===== config.mk =====
export PLATFORM = sky130hd
export DESIGN_NAME = isa_bridge_config_regs
export DESIGN_NICKNAME = d
export VERILOG_FILES = /design/src/design/isa_bridge_pkg.sv /design/src/design/isa_bridge_config_regs.sv
export VERILOG_INCLUDE_DIRS = /design/src /design/src/design
export SDC_FILE = /design/constraint.sdc
export NUM_CORES = 1
export LEC_CHECK = 0
export ABC_CLOCK_PERIOD_IN_PS = 2100
export BUFFER_PORTS_ARGS = -buffer_cell sky130_fd_sc_hd__buf_4
export CAP_MARGIN = 20
export CORE_UTILIZATION = 50
export DETAILED_ROUTE_END_ITERATION = 8
export PLACE_DENSITY_LB_ADDON = 0.3
export SYNTH_ARGS = -nofsm -noshare
export SYNTH_HDL_FRONTEND = slang
export SYNTH_SLANG_ARGS = --single-unit
export TNS_END_PERCENT = 10

===== constraint.sdc =====
create_clock -name clk_sys_in -period 2.1 [get_ports clk_sys_in]
set_input_delay 0.42 -clock clk_sys_in [delete_from_list [all_inputs] [get_ports clk_sys_in]]
set_output_delay 0.42 -clock clk_sys_in [all_outputs]
set_load 0.03 [all_outputs]

===== src/design/isa_bridge_consts.svh =====
`ifndef ISA_BRIDGE_CONSTS_SVH
`define ISA_BRIDGE_CONSTS_SVH
`define OFF_APIC_RELOC   8'h80
`define OFF_LAT_CTRL     8'h82
`define OFF_DMA_TYPE     8'h90
`define OFF_DDMA_LO      8'h92
`define OFF_DDMA_HI      8'h94
`define OFF_GEN_CFG      8'hB0
`define APIC_RELOC_MASK  8'h7F
`define LAT_CTRL_MASK    8'h09
`define DMA_TYPE_MASK    16'hFCFF
`define DDMA_BP_MASK     16'hFFC0
`define GEN_CFG_MASK     32'hFBFFDF72
`define APIC_TOP         16'hFEC0
`define PNP_ADDR_A       16'h0279
`define PNP_ADDR_B       16'h0A79
`define DISCARD_CYCLES   32'h0000_8000
`define RETRY_LIMIT      5'h10
`define LAT_DT_EN_BIT    0
`define LAT_SERR_BIT     3
`define GEN_SPLIT_BIT    4
`define GEN_ALT_BIT      5
`define GEN_PNP_BIT      6
`define GEN_PRI_TRI_BIT  11
`define GEN_SEC_TRI_BIT  12
`define GEN_IRQ8_BIT     14
`define GEN_SIRQ_BIT     16
`define GEN_STRAP_BIT    3
`define GEN_DECODE_BIT   1
`define PASSIVE_BIT      7
`endif


===== src/design/isa_bridge_pkg.sv =====
package isa_bridge_pkg;
    typedef enum logic [1:0] {
        DMA_ISA  = 2'h0,
        DMA_PCPC = 2'h1,
        DMA_DIST = 2'h2,
        DMA_RSVD = 2'h3
    } dma_type_e;
    typedef enum logic [2:0] {
        DT_IDLE = 3'h1,
        DT_WAIT = 3'h2,
        DT_DONE = 3'h4
    } dt_state_e;
    typedef struct packed {
        logic [7:0]  apic_reloc_reg;
        logic [7:0]  lat_ctrl_reg;
        logic [15:0] dma_type_reg;
        logic [15:0] ddma_lo_reg;
        logic [15:0] ddma_hi_reg;
        logic [31:0] gen_cfg_reg;
        logic        strap_meta_reg;
        logic        strap_sync_reg;
        dt_state_e   dt_state_reg;
        logic [15:0] discard_cnt_reg;
        logic        serr_reg;
        logic [31:0] rdata_reg;
    } state_s;
endpackage


===== src/design/isa_bridge_config_regs.sv =====
`timescale 1ns/1ps
`include "isa_bridge_consts.svh"
module isa_bridge_config_regs
    import isa_bridge_pkg::*;
#(
    parameter int DISCARD_LIMIT = `DISCARD_CYCLES
) (
    input  wire logic        clk_sys_in,
    input  wire logic        arst_n_in,
    input  wire logic        clk_en_in,
    input  wire logic        cfg_wr_in,
    input  wire logic        cfg_rd_in,
    input  wire logic [7:0]  cfg_addr_in,
    input  wire logic [3:0]  cfg_be_in,
    input  wire logic [31:0] cfg_wdata_in,
    output logic      [31:0] cfg_rdata_out,
    input  wire logic        strap_pin_two_in,
    input  wire logic [31:0] mem_addr_in,
    input  wire logic [15:0] io_addr_in,
    input  wire logic        io_cycle_in,
    input  wire logic        mem_cycle_in,
    output logic             ioapic_chip_select_n_out,
    output logic             ddma_claim_lo_out,
    output logic             ddma_claim_hi_out,
    output logic [1:0]       ddma_slot_out,
    output logic             pnp_forward_out,
    input  wire logic [7:0]  isa_dreq_in,
    input  wire logic [7:0]  pcpci_req_in,
    output logic [7:0]       isa_dreq_gated_out,
    output logic [7:0]       pcpci_req_gated_out,
    output logic [31:0]      pin_select_out,
    output logic             ide_pri_tristate_out,
    output logic             ide_sec_tristate_out,
    output logic             ide_split_drives_out,
    output logic             alt_access_out,
    output logic             positive_decode_out,
    input  wire logic        serial_interrupt_line_enable_in,
    output logic             serial_interrupt_line_active_out,
    input  wire logic [7:0]  type_f_ctrl_in,
    output logic             passive_release_out,
    input  wire logic        pci_start_in,
    input  wire logic        pci_retry_match_in,
    input  wire logic        isa_done_in,
    output logic             pci_retry_out,
    output logic             dt_pending_out,
    output logic             system_error_n_out
);
    ////////////////////////////////////////////////////////////////////////
    state_s st_reg;
    state_s st_next;

    function automatic logic [31:0] merge(input logic [31:0] old_v,
                                          input logic [31:0] new_v,
                                          input logic [3:0]  be,
                                          input logic [31:0] mask);
        logic [31:0] r;
        r = old_v;
        for (int i = 0; i < 4; i++) begin
            if (be[i]) begin
                r[i*8 +: 8] = new_v[i*8 +: 8];
            end
        end
        return r & mask;
    endfunction

    function automatic logic ddma_hit(input logic [15:0] bp, input logic [15:0] a);
        return bp[15:6] == a[15:6];
    endfunction

    ////////////////////////////////////////////////////////////////////////
    // byte-wide dword view; offsets within a dword are dropped, byte enables select lanes
    logic [7:0]  dw_addr;
    logic [31:0] gen_view;
    assign dw_addr  = {cfg_addr_in[7:2], 2'h0};
    assign gen_view = {st_reg.gen_cfg_reg[31:4], st_reg.strap_sync_reg,
                       st_reg.gen_cfg_reg[2:0]};

    always_comb begin
        logic [31:0] w;
        w = 32'h0;
        st_next = st_reg;
        // strap sampled through two flops, reflected live
        st_next.strap_meta_reg = strap_pin_two_in;
        st_next.strap_sync_reg = st_reg.strap_meta_reg;
        if (cfg_wr_in) begin
            case (dw_addr)
                `OFF_APIC_RELOC: begin
                    w = merge({8'h0, st_reg.lat_ctrl_reg, 8'h0, st_reg.apic_reloc_reg},
                              cfg_wdata_in, cfg_be_in,
                              {8'h0, `LAT_CTRL_MASK, 8'h0, `APIC_RELOC_MASK});
                    st_next.apic_reloc_reg = w[7:0] & `APIC_RELOC_MASK;
                    st_next.lat_ctrl_reg   = w[23:16] & `LAT_CTRL_MASK;
                end
                `OFF_DMA_TYPE: begin
                    w = merge({st_reg.ddma_lo_reg, st_reg.dma_type_reg}, cfg_wdata_in,
                              cfg_be_in, {`DDMA_BP_MASK, `DMA_TYPE_MASK});
                    st_next.dma_type_reg = w[15:0];
                    st_next.ddma_lo_reg  = w[31:16];
                end
                `OFF_DDMA_HI: begin
                    w = merge({16'h0, st_reg.ddma_hi_reg}, cfg_wdata_in, cfg_be_in,
                              {16'h0, `DDMA_BP_MASK});
                    st_next.ddma_hi_reg = w[15:0];
                end
                `OFF_GEN_CFG: begin
                    w = merge(st_reg.gen_cfg_reg, cfg_wdata_in, cfg_be_in,
                              `GEN_CFG_MASK);
                    st_next.gen_cfg_reg = w;
                end
                default: begin
                    w = 32'h0;
                end
            endcase
        end
        if (cfg_rd_in) begin
            case (dw_addr)
                `OFF_APIC_RELOC: st_next.rdata_reg =
                    {8'h0, st_reg.lat_ctrl_reg, 8'h0, st_reg.apic_reloc_reg};
                `OFF_DMA_TYPE:   st_next.rdata_reg =
                    {st_reg.ddma_lo_reg, st_reg.dma_type_reg};
                `OFF_DDMA_HI:    st_next.rdata_reg = {16'h0, st_reg.ddma_hi_reg};
                `OFF_GEN_CFG:    st_next.rdata_reg = gen_view;
                default:         st_next.rdata_reg = 32'h0;
            endcase
        end
        // delayed transaction: retry now, finish on isa, discard if stale
        st_next.serr_reg = 1'b0;
        case (st_reg.dt_state_reg)
            DT_IDLE: begin
                st_next.discard_cnt_reg = 16'h0;
                if (pci_start_in && st_reg.lat_ctrl_reg[`LAT_DT_EN_BIT]) begin
                    st_next.dt_state_reg = DT_WAIT;
                end
            end
            DT_WAIT: begin
                st_next.discard_cnt_reg = st_reg.discard_cnt_reg + 16'h1;
                if (isa_done_in) begin
                    st_next.dt_state_reg = DT_DONE;
                    st_next.discard_cnt_reg = 16'h0;
                end
            end
            DT_DONE: begin
                st_next.discard_cnt_reg = st_reg.discard_cnt_reg + 16'h1;
                if (pci_retry_match_in) begin
                    st_next.dt_state_reg = DT_IDLE;
                end else if (32'(st_reg.discard_cnt_reg) >= DISCARD_LIMIT - 1) begin
                    st_next.dt_state_reg = DT_IDLE;
                    st_next.serr_reg = st_reg.lat_ctrl_reg[`LAT_SERR_BIT];
                end
            end
            default: begin
                st_next.dt_state_reg = DT_IDLE;
            end
        endcase
        if (!clk_en_in) begin
            st_next = st_reg;
        end
    end

    always_ff @(posedge clk_sys_in or negedge arst_n_in) begin
        if (!arst_n_in) begin
            st_reg <= '{dt_state_reg: DT_IDLE, default: '0};
        end else begin
            st_reg <= st_next;
        end
    end

    ////////////////////////////////////////////////////////////////////////
    // apic window at FEC0_xy00/xy10, 1k granularity
    logic apic_match;
    always_comb begin
        apic_match = mem_cycle_in && mem_addr_in[31:16] == `APIC_TOP
            && mem_addr_in[15:13] == st_reg.apic_reloc_reg[5:3]
            && mem_addr_in[11:10] == st_reg.apic_reloc_reg[1:0]
            && mem_addr_in[9:5] == 5'h0;
        if (!st_reg.apic_reloc_reg[6]) begin
            apic_match = apic_match && mem_addr_in[12] == st_reg.apic_reloc_reg[2];
        end
    end
    assign ioapic_chip_select_n_out = !apic_match;

    // distributed dma decode; channel 4 slot stays closed
    logic hit_lo;
    logic hit_hi;
    assign hit_lo = io_cycle_in && ddma_hit(st_reg.ddma_lo_reg, io_addr_in);
    assign hit_hi = io_cycle_in && ddma_hit(st_reg.ddma_hi_reg, io_addr_in)
                    && io_addr_in[5:4] != 2'h0;
    assign ddma_claim_lo_out = hit_lo;
    assign ddma_claim_hi_out = hit_hi;
    assign ddma_slot_out     = io_addr_in[5:4];

    assign pnp_forward_out = io_cycle_in && st_reg.gen_cfg_reg[`GEN_PNP_BIT]
        && (io_addr_in == `PNP_ADDR_A || io_addr_in == `PNP_ADDR_B);

    always_comb begin
        for (int c = 0; c < 8; c++) begin
            isa_dreq_gated_out[c]  = isa_dreq_in[c];
            pcpci_req_gated_out[c] = pcpci_req_in[c];
            if (c != 4 && st_reg.dma_type_reg[c*2 +: 2] == DMA_DIST) begin
                isa_dreq_gated_out[c]  = 1'b0;
                pcpci_req_gated_out[c] = 1'b0;
            end
        end
    end

    ////////////////////////////////////////////////////////////////////////
    assign pin_select_out       = st_reg.gen_cfg_reg;
    assign ide_pri_tristate_out = st_reg.gen_cfg_reg[`GEN_PRI_TRI_BIT];
    assign ide_sec_tristate_out = st_reg.gen_cfg_reg[`GEN_SEC_TRI_BIT];
    assign ide_split_drives_out = st_reg.gen_cfg_reg[`GEN_SPLIT_BIT];
    assign alt_access_out       = st_reg.gen_cfg_reg[`GEN_ALT_BIT];
    assign positive_decode_out  = st_reg.gen_cfg_reg[`GEN_DECODE_BIT];
    assign serial_interrupt_line_active_out    = serial_interrupt_line_enable_in
                                  && st_reg.gen_cfg_reg[`GEN_SIRQ_BIT];
    assign passive_release_out  = type_f_ctrl_in[`PASSIVE_BIT];
    // retry answered in the request cycle itself, well inside 16 clocks
    assign pci_retry_out = pci_start_in && st_reg.lat_ctrl_reg[`LAT_DT_EN_BIT]
                           && st_reg.dt_state_reg != DT_DONE;
    assign dt_pending_out     = st_reg.dt_state_reg != DT_IDLE;
    assign system_error_n_out = !st_reg.serr_reg;
    assign cfg_rdata_out      = st_reg.rdata_reg;

    ////////////////////////////////////////////////////////////////////////
    apic_single_a: assert property (@(posedge clk_sys_in) disable iff (!arst_n_in)
        !st_reg.apic_reloc_reg[6] && mem_addr_in[12] != st_reg.apic_reloc_reg[2]
        |-> ioapic_chip_select_n_out)
        else $error("apic selected outside single window");
    apic_double_a: assert property (@(posedge clk_sys_in) disable iff (!arst_n_in)
        st_reg.apic_reloc_reg[6] && mem_cycle_in && mem_addr_in[31:16] == `APIC_TOP
        && mem_addr_in[15:13] == st_reg.apic_reloc_reg[5:3]
        && mem_addr_in[11:5] == {st_reg.apic_reloc_reg[1:0], 5'h0}
        |-> !ioapic_chip_select_n_out)
        else $error("apic window missed with bit12 ignored");
    discard_serr_a: assert property (@(posedge clk_sys_in) disable iff (!arst_n_in)
        !system_error_n_out |-> $past(st_reg.lat_ctrl_reg[3])
        && $past(st_reg.dt_state_reg) == DT_DONE)
        else $error("system error without enabled discard");
    dt_disabled_a: assert property (@(posedge clk_sys_in) disable iff (!arst_n_in)
        !st_reg.lat_ctrl_reg[0] |-> !pci_retry_out)
        else $error("retry with delayed transactions off");
    retry_prompt_a: assert property (@(posedge clk_sys_in) disable iff (!arst_n_in)
        pci_start_in && st_reg.lat_ctrl_reg[0] && st_reg.dt_state_reg == DT_IDLE
        |-> pci_retry_out)
        else $error("no prompt retry");
    dist_ignore_a: assert property (@(posedge clk_sys_in) disable iff (!arst_n_in)
        st_reg.dma_type_reg[1:0] == 2'h2 |-> !isa_dreq_gated_out[0]
        && !pcpci_req_gated_out[0])
        else $error("distributed channel took a request");
    bp_low_zero_a: assert property (@(posedge clk_sys_in) disable iff (!arst_n_in)
        st_reg.ddma_lo_reg[5:0] == 6'h0 && st_reg.ddma_hi_reg[5:0] == 6'h0)
        else $error("base pointer low bits not zero");
    slot_four_a: assert property (@(posedge clk_sys_in) disable iff (!arst_n_in)
        io_addr_in[5:4] == 2'h0 |-> !ddma_claim_hi_out)
        else $error("channel four slot claimed");
    strap_follow_a: assert property (@(posedge clk_sys_in) disable iff (!arst_n_in)
        clk_en_in [*3] |-> gen_view[3] == $past(strap_pin_two_in, 2))
        else $error("strap status not following pin");
    serial_interrupt_line_gate_a: assert property (@(posedge clk_sys_in) disable iff (!arst_n_in)
        serial_interrupt_line_active_out |-> st_reg.gen_cfg_reg[16])
        else $error("serial irq active without pin select");

    ////////////////////////////////////////////////////////////////////////
    // enable low must hold every bit of state, sync flops included
    freeze_hold_a: assert property (@(posedge clk_sys_in) disable iff (!arst_n_in)
        !clk_en_in |=> $stable(st_reg))
        else $error("state moved while clock enable low");
    serial_interrupt_line_on_a: assert property (@(posedge clk_sys_in) disable iff (!arst_n_in)
        serial_interrupt_line_enable_in && st_reg.gen_cfg_reg[16] |-> serial_interrupt_line_active_out)
        else $error("serial irq not active when selected");
    pnp_decode_a: assert property (@(posedge clk_sys_in) disable iff (!arst_n_in)
        io_cycle_in && st_reg.gen_cfg_reg[6] && io_addr_in == 16'h0A79
        |-> pnp_forward_out)
        else $error("pnp address not forwarded");
    pnp_off_a: assert property (@(posedge clk_sys_in) disable iff (!arst_n_in)
        !st_reg.gen_cfg_reg[6] |-> !pnp_forward_out)
        else $error("pnp forwarded while disabled");
    ide_tristate_a: assert property (@(posedge clk_sys_in) disable iff (!arst_n_in)
        ide_pri_tristate_out == st_reg.gen_cfg_reg[11]
        && ide_sec_tristate_out == st_reg.gen_cfg_reg[12])
        else $error("ide tri-state not following control");
    ide_split_a: assert property (@(posedge clk_sys_in) disable iff (!arst_n_in)
        ide_split_drives_out == st_reg.gen_cfg_reg[4])
        else $error("ide split not following control");
    alt_access_a: assert property (@(posedge clk_sys_in) disable iff (!arst_n_in)
        alt_access_out == st_reg.gen_cfg_reg[5])
        else $error("alternate access not following control");
    decode_sel_a: assert property (@(posedge clk_sys_in) disable iff (!arst_n_in)
        positive_decode_out == st_reg.gen_cfg_reg[1])
        else $error("decode select not following control");
    pin_select_a: assert property (@(posedge clk_sys_in) disable iff (!arst_n_in)
        pin_select_out == st_reg.gen_cfg_reg)
        else $error("pin select differs from register");
    // reserved and read-only positions never hold a written one
    reserved_zero_a: assert property (@(posedge clk_sys_in) disable iff (!arst_n_in)
        st_reg.gen_cfg_reg[26] == 1'b0 && st_reg.gen_cfg_reg[13] == 1'b0
        && st_reg.gen_cfg_reg[7] == 1'b0 && st_reg.lat_ctrl_reg[7:4] == 4'h0
        && st_reg.apic_reloc_reg[7] == 1'b0 && st_reg.dma_type_reg[9:8] == 2'h0)
        else $error("reserved bit held a one");
    latency_inert_a: assert property (@(posedge clk_sys_in) disable iff (!arst_n_in)
        st_reg.lat_ctrl_reg[2:1] == 2'h0)
        else $error("unimplemented latency bits set");
    strap_ro_a: assert property (@(posedge clk_sys_in) disable iff (!arst_n_in)
        st_reg.gen_cfg_reg[3] == 1'b0)
        else $error("strap status bit was written");
    passive_src_a: assert property (@(posedge clk_sys_in) disable iff (!arst_n_in)
        passive_release_out == type_f_ctrl_in[7])
        else $error("passive release from wrong source");
    serr_pulse_a: assert property (@(posedge clk_sys_in) disable iff (!arst_n_in)
        !system_error_n_out |=> system_error_n_out)
        else $error("system error longer than one cycle");
    discard_bound_a: assert property (@(posedge clk_sys_in) disable iff (!arst_n_in)
        st_reg.dt_state_reg == DT_DONE |-> 32'(st_reg.discard_cnt_reg) < DISCARD_LIMIT)
        else $error("discard timer ran past its limit");
    dist_ch5_a: assert property (@(posedge clk_sys_in) disable iff (!arst_n_in)
        st_reg.dma_type_reg[11:10] == 2'h2 |-> !isa_dreq_gated_out[5]
        && !pcpci_req_gated_out[5])
        else $error("distributed channel five took a request");
    normal_pass_a: assert property (@(posedge clk_sys_in) disable iff (!arst_n_in)
        st_reg.dma_type_reg[1:0] != 2'h2 |-> isa_dreq_gated_out[0] == isa_dreq_in[0])
        else $error("non-distributed channel request dropped");
    ddma_lo_claim_a: assert property (@(posedge clk_sys_in) disable iff (!arst_n_in)
        io_cycle_in && io_addr_in[15:6] == st_reg.ddma_lo_reg[15:6] |-> ddma_claim_lo_out)
        else $error("low pointer window not claimed");
    ddma_hi_claim_a: assert property (@(posedge clk_sys_in) disable iff (!arst_n_in)
        io_cycle_in && io_addr_in[15:6] == st_reg.ddma_hi_reg[15:6]
        && io_addr_in[5:4] != 2'h0 |-> ddma_claim_hi_out)
        else $error("high pointer window not claimed");
    apic_idle_a: assert property (@(posedge clk_sys_in) disable iff (!arst_n_in)
        !mem_cycle_in |-> ioapic_chip_select_n_out)
        else $error("apic selected without memory cycle");
endmodule


==> results.py <==
metrics = {
    "status": {
        "status": "finished with violations",
        "failed_checks": "setup timing",
    },
    "layout": {
        "flow.area_growth_from_synthesis_pct": 31.83,
        "antennaDiodeCount": 0,
        "most-common-layout-cells": "buf_4, dfrtp_1, mux2_2, nand2_1, o21ai_0",
        "post_layout_nonfiller_instances": 926,
        "drive_gt1_share_pct": 44.33,
        "mostFrequentLayoutCell": "buf_4",
        "number_of_flip_flops_under_the_largest_register_name": 64,
        "finish.net_count": 874,
    },
    "floorplan": {
        "boundaryPins": 224,
        "design.die.area_um2": 13230,
        "dieHeight_um": 115.0,
        "core_area_um2": 12210,
        "floorplan.rows": 40,
        "start_util_pct": 52.31,
        "fp.dieW_um": 115.0,
    },
    "routing": {
        "vias": 5188,
        "drc_errors": 0,
        "drt-wirelength-per-cell_um": 18.08,
        "antenna_violating_nets_post_route": 0,
        "avgViaCountPerCell": 5.603,
        "first_iter_violations": 402,
        "firstDrtPassIters": 5,
        "wl_um": 16740,
    },
    "pwr": {
        "power_w": 0.006489,
        "leakagePower_nw": 4.024,
        "power-per-cell-area_nw_per_um2": 770.6,
        "power.ir.vdd_worst_v": 0.0003688,
    },
    "grt": {
        "gr-usage-all-layers_pct": 26.61,
        "overflow": 0,
        "antenna_found_initial": 0,
        "grt_pass1_vias": 5221,
        "grt_start_max_net_pins": 72,
        "global_route_wire_length_before_repair_um": 26430,
    },
    "sta": {
        "final_critical_path_setup_slack_ns": -0.09416,
        "finalSetupTns_ns": -0.1653,
        "rsz_0062_raised_after_global_routing": "yes",
        "final_max_slew_viol_count": 0,
        "setup_violations": 2,
        "timing.final.hold_violations": 0,
        "finalWorstPathRequiredPeriod_ns": 2.194,
        "fin_crit_sh_pct": 104.5,
        "hold_slack_final_ns": 0.003029,
        "final.setup_skew_ns": 0.01200,
        "fmax_mhz": 455.8,
    },
    "worst_setup_path": {
        "worstRegToRegCells": 5,
        "worstReg2RegEnd": "st_reg[42]",
        "timing.rr.start": "st_reg[50]",
        "timing.critical_path.cells": "xor2_1 -> nor4_1 -> nand2_1 -> nor4_2 -> buf_4",
        "crit_slowest_cell": "dfrtp_1",
        "timing.critical_path.max_delay_family": "simple AND/OR/NAND/NOR gates",
        "kind_of_end_point_of_the_critical_path": "output port",
        "timing.critical_path.fanout_max": 3,
        "timing_worst_setup_path_type": "reg -> out",
        "timing.critical_path.slowest_cell_delay_ns": 0.41,
        "worst_ep_arrival_ns": 1.77,
        "reg2reg_setup_slack_ns": 0.24,
        "startpoint_type_of_the_worst_setup_path": "flop",
        "crit_buf_inv": 1,
        "worstPathRequired_ns": 1.68,
    },
    "synthesis": {
        "synth-compound-area-share_pct": 11.40,
        "synth_top_area_share_pct": 47.80,
        "synth.distinct_cells": 49,
        "synth-seq-cells": 123,
        "adder_and_majority_gate_portion_of_the_synthesized_area_pct": 0.1959,
        "synth.avg_cell_area_um2": 10.79,
        "combinational_family_with_the_most_area_after_synthesis": "simple AND/OR/NAND/NOR gates",
        "post_synth_inst_count": 592,
        "post_synthesis_xor_xnor_area_fraction_pct": 3.702,
        "synth-edff-count": 0,
        "number_of_warning_messages_in_the_yosys_log": 0,
        "syn-cell-area_um2": 6387,
        "ys_dominant_reg_cell": "dfrtp_1",
        "synth_top_cells_by_area": "dfrtp_1, mux2_2, buf_4",
        "seq_area_frac_synth_pct": 48.21,
        "yosys.area_share.simple_pct": 14.06,
        "synth_async_sr_flop_share_pct": 100.0,
        "synthMuxAreaShare_pct": 12.52,
        "synthDominantAreaCellType": "dfrtp_1",
    },
    "placed_design": {
        "place_inst": 894,
        "place_hpwl_um": 12060,
        "placement.io_buffers": 197,
        "place_congestion": 0.8858,
    },
    "cts": {
        "tritoncts_num_sinks": 123,
        "cts_tree": "built",
        "max-clock-path-buffers": 2,
        "cts-htree-levels": 4,
        "worst_skew_pair.late_latency_ns": 0.41,
        "clk_root_buffer_cell": "clkbuf_16",
        "clkTransAtPathRegs_ns": 0.05,
        "cts-buffers-inserted": 17,
    },
    "worst_hold_path": {
        "hold_path_class": "in -> async",
    },
    "flow_run": {
        "max-cap-violations": 0,
    },
}
logic make-up after synthesis:
family,Yosys count
AOI/OAI and AO/OA,110
muxes,71
DFF,123
and+or+nand+nor,164
other,1
buffers and inverters,95
xor gates and xnor gates,27
adders and majority gates,1
worst reg2reg max path, cell delays in order (launching register included):
cell and delay (ns):
dfrtp_1 0.46, o21ai_0 0.33, o2111ai_1 0.23, buf_12 0.19, or4_1 0.40, a21oi_1 0.17
synthesized netlist by cell type (2+ instances only):
| cell type | instances |
|---|---|
| nor2_1 | 8 |
| a41oi_1 | 2 |
| nand2b_1 | 10 |
| and2_1 | 18 |
| xor2_1 | 13 |
| nor3b_1 | 2 |
| o31ai_1 | 8 |
| nand2_1 | 53 |
| and4_1 | 2 |
| nand3_1 | 14 |
| mux2_2 | 71 |
| nor4b_1 | 3 |
| nor4_1 | 8 |
| or4_1 | 7 |
| and3_1 | 5 |
| xnor2_1 | 14 |
| clkbuf_1 | 11 |
| nor2_2 | 5 |
| o21ai_0 | 42 |
| a21o_1 | 4 |
| o211ai_1 | 2 |
| nand4_1 | 13 |
| a21oi_1 | 13 |
| nor2b_1 | 7 |
| inv_1 | 5 |
| a211oi_1 | 2 |
| a32o_1 | 2 |
| buf_2 | 8 |
| buf_4 | 70 |
| nor3_1 | 3 |
| o211a_1 | 2 |
| a22oi_1 | 17 |
| or3_1 | 3 |
| dfrtp_1 | 122 |
| a222oi_1 | 9 |
worst max-delay path by stage:
stage | startpoint | end | slack (ns) | depth (start not counted)
floorplan | io_addr_in[6] | ddma_claim_hi_out | -0.1 | 4
global placement | cfg_addr_in[3] | st_reg[145] | 0.04 | 6
detailed placement | cfg_addr_in[3] | st_reg[147] | -0.01 | 6
CTS | st_reg[97] | ddma_claim_hi_out | -0.14 | 5
global route | st_reg[98] | ddma_claim_hi_out | -0.19 | 5
finish | st_reg[99] | ddma_claim_hi_out | -0.09 | 5
repair_timing:
| item | 4_1_cts | 5_1_grt |
|---|---|---|
| setup buffers | 0 | 0 |
| hold buffers | 0 | 0 |
| gates resized for setup | 3 | 3 |
| pin swaps | 1 | 2 |
| setup endpoints to repair | 2 | 4 |
metal layers:
metal	GRT usage [%]	share of wire, %	wire [um]	vias to the layer above
li1	-	-	-	2368
met5	0	0	0	-
met2	47.03	52	8720	235
met3	7.433	7.4	1247	12
met1	31.83	40	6629	2573
met4	7.186	0.85	142	0
metrics by stage:
stage / cell area (um^2) / worst slack [ns] / util [%]
after floorplan: 6412 / -0.09944 / -
final: 8421 / -0.09416 / 68.95
after CTS: 8407 / -0.1434 / 68.84
after global routing: 8421 / -0.1948 / 68.95
after detailed placement: 7706 / -0.01435 / 63.10
after global placement: 7706 / 0.04414 / 63.10
report_power, final:
group | switching [W] | internal, W | leakage, nW
Clock | 0.00105 | 0.00227 | 0.326
Sequential | 0.0000703 | 0.00244 | 1.70
Combinational | 0.000344 | 0.000315 | 2.00
Total | 0.00146 | 0.00503 | 4.02
layout make-up:
cell class	count	area (um^2)
fill	981	3791
sequential	123	3079
multi-input combinational	379	2738
timing repair buffer	219	1694
clock buffer	23	498.0
tap	168	210.2
clock inverter	9	182.7
inverter	5	18.77
Note: power is estimated with default switching activity, not from simulation.
